**src/core/acs_pkg.sv**
```systemverilog
package acs_pkg;
	localparam logic [3:0] ADDR_CONFIG = 4'h0;
	localparam logic [3:0] ADDR_STATUS = 4'h1;
	localparam logic [7:0] CONFIG_RESET = 8'h00;
	localparam logic [7:0] STATUS_RESET = 8'h00;
	localparam int SEL_HI = 7;
	localparam int SEL_LO = 5;
	localparam int GAIN_BIT = 4;
	localparam int RATE_HI = 3;
	localparam int RATE_LO = 2;
	localparam int MODE_BIT = 1;
	localparam int REF_BIT = 0;
	localparam int READY_BIT = 7;
	localparam logic [6:0] STATUS_RSVD = 7'h00;
	localparam logic [3:0] FLUSH_CYCLES = 4'h2;
	typedef enum logic [1:0] {ACS_IDLE, ACS_CONV, ACS_OFF} acs_state_t;
endpackage

```
**src/core/acs_mux_decode.sv**
```systemverilog
`timescale 1ns/10ps
// Decodes the input select code into positive and negative input choices.
module acs_mux_decode (
	input wire logic [2:0] input_select,
	output logic [1:0] positive_input,
	output logic [1:0] negative_input,
	output logic to_analog_ground
);
	always_comb begin
		to_analog_ground = 1'b0;
		unique case (input_select)
			3'h0: begin
				positive_input = 2'h0;
				negative_input = 2'h1;
			end
			3'h1: begin
				positive_input = 2'h2;
				negative_input = 2'h3;
			end
			3'h2: begin
				positive_input = 2'h1;
				negative_input = 2'h2;
			end
			3'h7: begin
				positive_input = 2'h3;
				negative_input = 2'h0;
				to_analog_ground = 1'b1;
			end
			default: begin
				positive_input = 2'(input_select - 3'h3);
				negative_input = 2'h0;
				to_analog_ground = 1'b1;
			end
		endcase
	end
endmodule

```
**src/core/acs_regs.sv**
```systemverilog
`timescale 1ns/10ps
// Operation
// Config at address zero, resets to zero.
// Bits 7:5 select the input pair.
// Bit 4 selects gain one or four.
// Bits 3:2 select output data rate.
// Bit 1 selects single-shot or continuous.
// Bit 0 selects internal or external reference.
// Status at address one, bit 7 ready.
// Reading conversion data clears ready bit.
// Ready reads zero after reset.
// Host ignores status bits 6 to 0.
// Registers reached only via read/write commands.
// Config write resets filter, restarts conversion.
// Registers held during power-down.
// Status register writes are ignored.
module acs_regs (
	input wire logic mclk,
	input wire logic reset,
	input wire logic register_read_cmd,
	input wire logic register_write_cmd,
	input wire logic [3:0] reg_addr,
	input wire logic [7:0] wr_data,
	input wire logic data_read,
	input wire logic conv_done,
	input wire logic start_cmd,
	input wire logic powerdown_cmd,
	output logic [7:0] rd_data,
	output logic rd_valid,
	output logic [2:0] input_select,
	output logic [1:0] positive_input,
	output logic [1:0] negative_input,
	output logic to_analog_ground,
	output logic gain_four,
	output logic [1:0] rate_select,
	output logic conversion_mode_select,
	output logic ref_external,
	output logic filter_reset,
	output logic converting,
	output logic powered_down,
	output logic result_ready_flag
);
	logic [7:0] config_r;
	logic ready_r;
	logic [7:0] rd_data_r;
	logic rd_valid_r;
	logic filter_reset_r;
	logic [3:0] flush_cnt_r;
	logic [1:0] pos_r;
	logic [1:0] neg_r;
	logic analog_ground_r;
	logic [1:0] pos_nxt;
	logic [1:0] neg_nxt;
	logic analog_ground_nxt;
	acs_pkg::acs_state_t state_r;
	logic cfg_wr;

	////////////////////////////////////////////////////////////////////////////
	// Address decode shared by the write and read paths, so that both agree on
	// which register an address selects.
	function automatic logic addr_hit(input logic [3:0] addr, input logic [3:0] target);
		addr_hit = addr == target;
	endfunction

	// Only the configuration address is writable; a write to the status address
	// falls through and changes nothing.
	assign cfg_wr = register_write_cmd && addr_hit(reg_addr, acs_pkg::ADDR_CONFIG);

	////////////////////////////////////////////////////////////////////////////
	// Configuration register; only a config write changes it, power-down holds it.
	always_ff @(posedge mclk or posedge reset) begin
		if (reset) begin
			config_r <= acs_pkg::CONFIG_RESET;
		end else if (cfg_wr) begin
			config_r <= wr_data;
		end
	end

	acs_mux_decode u_mux (
		.input_select(config_r[acs_pkg::SEL_HI:acs_pkg::SEL_LO]),
		.positive_input(pos_nxt),
		.negative_input(neg_nxt),
		.to_analog_ground(analog_ground_nxt)
	);

	// The registered decode resets to the pair that the all-zero select code picks,
	// so the outputs agree with the configuration from the first cycle.
	always_ff @(posedge mclk or posedge reset) begin
		if (reset) begin
			pos_r <= 2'h0;
			neg_r <= 2'h1;
			analog_ground_r <= 1'b0;
		end else begin
			pos_r <= pos_nxt;
			neg_r <= neg_nxt;
			analog_ground_r <= analog_ground_nxt;
		end
	end

	////////////////////////////////////////////////////////////////////////////
	// Result ready flag; a new result wins over a simultaneous data read.
	// A result that finishes while the filter is being flushed is stale and
	// is not flagged.
	always_ff @(posedge mclk or posedge reset) begin
		if (reset) begin
			ready_r <= 1'b0;
		end else if (conv_done && state_r == acs_pkg::ACS_CONV && !filter_reset_r) begin
			ready_r <= 1'b1;
		end else if (data_read) begin
			ready_r <= 1'b0;
		end
	end

	////////////////////////////////////////////////////////////////////////////
	// Register read port; reserved status bits read as zero.
	always_ff @(posedge mclk or posedge reset) begin
		if (reset) begin
			rd_data_r <= 8'h00;
			rd_valid_r <= 1'b0;
		end else begin
			rd_valid_r <= register_read_cmd;
			if (register_read_cmd) begin
				if (addr_hit(reg_addr, acs_pkg::ADDR_STATUS)) begin
					rd_data_r <= {ready_r, acs_pkg::STATUS_RSVD};
				end else if (addr_hit(reg_addr, acs_pkg::ADDR_CONFIG)) begin
					rd_data_r <= config_r;
				end else begin
					rd_data_r <= 8'h00;
				end
			end
		end
	end

	////////////////////////////////////////////////////////////////////////////
	// Conversion control: a config write pulses the filter reset for a few
	// cycles and restarts any conversion in progress.
	always_ff @(posedge mclk or posedge reset) begin
		if (reset) begin
			flush_cnt_r <= 4'h0;
			filter_reset_r <= 1'b0;
		end else if (cfg_wr) begin
			flush_cnt_r <= acs_pkg::FLUSH_CYCLES;
			filter_reset_r <= 1'b1;
		end else if (flush_cnt_r != 4'h0) begin
			flush_cnt_r <= flush_cnt_r - 4'h1;
			filter_reset_r <= flush_cnt_r != 4'h1;
		end
	end

	// Conversion state. A power-down request during a single-shot conversion is only taken if
	// present in the cycle that conversion completes, and never in continuous mode; the start
	// command leaves power-down with the configuration untouched.
	always_ff @(posedge mclk or posedge reset) begin
		if (reset) begin
			state_r <= acs_pkg::ACS_IDLE;
		end else begin
			unique case (state_r)
				acs_pkg::ACS_IDLE: begin
					if (start_cmd) begin
						state_r <= acs_pkg::ACS_CONV;
					end else if (powerdown_cmd) begin
						state_r <= acs_pkg::ACS_OFF;
					end
				end
				acs_pkg::ACS_CONV: begin
					if (conv_done && !filter_reset_r && !config_r[acs_pkg::MODE_BIT]) begin
						state_r <= powerdown_cmd ? acs_pkg::ACS_OFF : acs_pkg::ACS_IDLE;
					end
				end
				acs_pkg::ACS_OFF: begin
					if (start_cmd) begin
						state_r <= acs_pkg::ACS_CONV;
					end
				end
				default: begin
					state_r <= acs_pkg::ACS_IDLE;
				end
			endcase
		end
	end

	////////////////////////////////////////////////////////////////////////////
	// Registered outputs.
	always_ff @(posedge mclk or posedge reset) begin
		if (reset) begin
			input_select <= 3'h0;
			gain_four <= 1'b0;
			rate_select <= 2'h0;
			conversion_mode_select <= 1'b0;
			ref_external <= 1'b0;
			converting <= 1'b0;
			powered_down <= 1'b0;
		end else begin
			input_select <= config_r[acs_pkg::SEL_HI:acs_pkg::SEL_LO];
			gain_four <= config_r[acs_pkg::GAIN_BIT];
			rate_select <= config_r[acs_pkg::RATE_HI:acs_pkg::RATE_LO];
			conversion_mode_select <= config_r[acs_pkg::MODE_BIT];
			ref_external <= config_r[acs_pkg::REF_BIT];
			converting <= state_r == acs_pkg::ACS_CONV;
			powered_down <= state_r == acs_pkg::ACS_OFF;
		end
	end

	assign rd_data = rd_data_r;
	assign rd_valid = rd_valid_r;
	assign filter_reset = filter_reset_r;
	assign result_ready_flag = ready_r;
	assign positive_input = pos_r;
	assign negative_input = neg_r;
	assign to_analog_ground = analog_ground_r;
endmodule

```
**config.mk**
```make
export PLATFORM = sky130hd
export DESIGN_NAME = acs_regs
export DESIGN_NICKNAME = d
export VERILOG_FILES = /design/src/core/acs_pkg.sv /design/src/core/acs_mux_decode.sv /design/src/core/acs_regs.sv
export SDC_FILE = /design/constraint.sdc
export NUM_CORES = 1
export LEC_CHECK = 0
export CORE_ASPECT_RATIO = 1.4
export CORE_MARGIN = 5
export CORE_UTILIZATION = 51
export DETAILED_ROUTE_END_ITERATION = 8
export DONT_BUFFER_PORTS = 1
export PLACE_DENSITY = 0.67
export REMOVE_ABC_BUFFERS = 1
export SLEW_MARGIN = 20
export SYNTH_ARGS = -nofsm -noshare
export SYNTH_HDL_FRONTEND = slang
export SYNTH_HIERARCHICAL = 1
export SYNTH_SLANG_ARGS = --single-unit
```
**constraint.sdc**
```tcl
create_clock -name mclk -period 1.9 [get_ports mclk]
set_input_delay 0.38 -clock mclk [delete_from_list [all_inputs] [get_ports mclk]]
set_output_delay 0.38 -clock mclk [all_outputs]
set_load 0.01 [all_outputs]
```
==> metrics.csv <==
metric,value,unit
mapped cell area,1513,µm²
# setup viols final,0,
RSZ-0062 raised after global routing,false,
skew final,3.910,ps
Resize count post-CTS,0,
cts bufs inserted,5,
Tcrit/Tclk final,77.88,%
Fin. Hold Viols,0,
Initial Util,53.10,%
CP Launch Type,register,
switch share,29.49,%
CTS tree,built,
nets,132,
Syn Inst Count,104,
final core utilization,57.40,%
Max VDD drop,0.6344,mV
syn avg cell area,14.55,µm²
"flops & latches, synth",40,
setup TNS,0,ps
DR WL/cell,17.21,µm
Worst Setup Path Type,register to register,
Hold Buf Count CTS,0,
CP endpoint kind,register,
fill count,234,
Logic pwr share,16.8,%
post-place setup slack,360.3,ps
final WL,2547,µm
gr ovfl total,0,
Synth warnings,6,
Reg2Reg Launch Point,flush_cnt_r[0],
antenna violations before repair,0,
Worst Path Required,2070,ps
via count,799,
CTS root buffer,clkbuf_8,
RR Endpoint,flush_cnt_r[0],
Max-cap violations,0,
largest net degree at the start of global routing,41,
io pins,46,
ant diodes,0,
die area,4171,µm²
Vias/cell,5.399,
NetSw,0.6546,mW
Placer Congestion,0.7068,
clock sinks,40,
Layout area overhead,8.106,%
Flop pwr share,57.6,%
router iterations before antenna repair,2,
DP HPWL,1874,µm
global-route wire length before repair,4229,µm
Die X-Extent,56.03,µm
Die Y,74.44,µm
post-CTS setup buffers,0,
cell count of the worst reg-to-reg path,5,
H-tree levels,2,
status,"complete, no violations",
Slew Limit Fails,0,
1st-iter DRT viols,4,
hold crit path type,primary input to async pin,
Yosys cell types,31,
vias in the first global route,871,
total internal power,1.565,mW
P_leak,0.7512,nW
Slew HR,67.23,%
DRT antenna net count,0,
layout cells sized above 1,22.52,%
WP data arrival,1650,ps
R2R setup slack,420,ps
count of buffers from port buffering,0,
Post-route DRC,0,
latest clock arrival within the worst-skew pair,280,ps
Final WS setup,420.3,ps
Final min period,1480,ps
clk buf depth,2,
sequential-to-total area share from yosys stat,66.25,%
Clock transition at path regs,70,ps
core area,2849,µm²
clock network fraction of total power,25.6,%
overall routing resource usage,13.70,%
fmax,675.8,MHz
Pwr Density,1357,nW/µm²
Worst Tran Pin Value,491.5,ps
Rows,23,
Worst Path Max Fanout,5,
-- area by class of cell --
cell class | instances | area [µm²] | area share (%)
Inverter | 7 | 26.28 | 1.607
Clock buffer | 7 | 86.33 | 5.279
Sequential cell | 40 | 1002 | 61.29
Timing Repair Buffer | 1 | 7.507 | 0.4591
Clock inverter | 1 | 7.507 | 0.4591
Multi-Input combinational cell | 55 | 459.2 | 28.08
Tap cell | 37 | 46.29 | 2.831
-- synth_stat cells --
cell type,number,area share (%)
nand3_1,2,0.66
a21oi_1,1,0.33
nand2b_1,1,0.41
mux2_4,7,6.9
nor3b_1,2,0.99
nor4_2,1,0.83
inv_1,6,1.5
xnor2_1,2,1.2
dfrtp_1,39,65
nor2b_1,2,0.83
mux2i_1,3,2.0
a22o_1,7,4.1
buf_2,1,0.33
and2_2,1,0.50
buf_12,1,1.3
o21ai_0,2,0.66
nor3_1,1,0.33
nor2_1,7,1.7
dfstp_2,1,1.7
inv_2,1,0.25
o31ai_1,1,0.50
or4_1,1,0.50
ha_1,2,1.7
o211ai_1,1,0.50
mux2_2,3,2.2
and2_4,1,0.58
nand3b_1,1,0.50
a21o_2,1,0.58
nand2_1,3,0.74
maj3_2,1,0.74
nor4_1,1,0.41
-- logic make-up (layout without fill, tap and decap cells) --
logic type	count (synthesis)	after routing	share of synthesized area, %
muxes	13	13	11.17
adders and majority gates	3	3	2.398
buffers and inverters	9	16	3.391
xor gates and xnor gates	2	2	1.158
and+or+nand+nor	24	24	9.016
DFF	40	40	66.25
AOI/OAI and AO/OA	13	13	6.617
-- power groups by stage --
stage | Combinational (mW) | Sequential (mW) | Clock (mW)
finish | 0.372 | 1.28 | 0.568
global route | 0.438 | 1.31 | 0.637
CTS | 0.380 | 1.29 | 0.592
detailed placement | 0.379 | 1.30 | 0
global placement | 0.362 | 1.29 | 0
floorplan | 0.326 | 1.25 | 0
-- registers in the layout, indices dropped and copies added (netlist names) --
signal                  count
result_ready_flag           1
state_r                     2
conversion_mode_select      1
rd_data                     8
to_analog_ground            1
negative_input              2
positive_input              2
filter_reset                1
powered_down                1
input_select                3
ref_external                1
converting                  1
gain_four                   1
rd_valid                    1
flush_cnt_r                 4
config_r                    8
rate_select                 2
-- through the flow --
| step | cells | hold slack, ps | area (µm²) | power [mW] |
|---|---|---|---|---|
| after global placement | 140 | 395.1 | 1541 | 1.657 |
| after global routing | 148 | 99.79 | 1635 | 2.386 |
| after CTS | 148 | 99.43 | 1635 | 2.258 |
| after detailed placement | 140 | 397.9 | 1541 | 1.681 |
| after floorplan | 102 | 374.8 | 1488 | 1.575 |
| final | 148 | 88.81 | 1635 | 2.220 |
-- metal layers --
metal | GRT usage, % | wire, µm | up-vias
met3 | 6.771 | 216 | 6
li1 | - | - | 365
met1 | 15.12 | 1004 | 398
met2 | 21.98 | 1263 | 30
met4 | 7.124 | 63 | 0
met5 | 0 | 0 | -
-- worst max-delay path, stage by stage (launching register included) --
cell and delay (ps):
dfrtp_1 410, inv_1 100, ha_1 240, nor3b_1 400, xnor2_1 170, nor2_1 50
-- cell usage in the layout, fill, tap and decap left out, drive strengths merged --
cell type and n:
a21o 1, nor3 1, xnor2 2, ha 2
dfrtp 39, a22o 7, nor4 2, nor3b 2
maj3 1, clkbuf 7, o31ai 1, nor2 7
nand2b 1, mux2i 3, or4 1, inv 7
o21ai 2, nand3 2, clkinvlp 1, nor2b 2
mux2 10, dfstp 1, a21oi 1, buf 1
and2 2, nand3b 1, nand2 3, o211ai 1
-- worst max-delay path by stage --
| stage | startpoint | end | slack, ps | depth (start not counted) |
|---|---|---|---|---|
| global placement | reg_addr[1] | config_r[5] | 420 | 3 |
| floorplan | reg_addr[1] | config_r[5] | 470 | 3 |
| global route | flush_cnt_r[0] | flush_cnt_r[0] | 230 | 5 |
| CTS | flush_cnt_r[0] | flush_cnt_r[0] | 390 | 5 |
| finish | flush_cnt_r[0] | flush_cnt_r[0] | 420 | 5 |
| detailed placement | reg_addr[1] | config_r[5] | 360 | 3 |
Note: power is estimated with default switching activity, not from simulation.
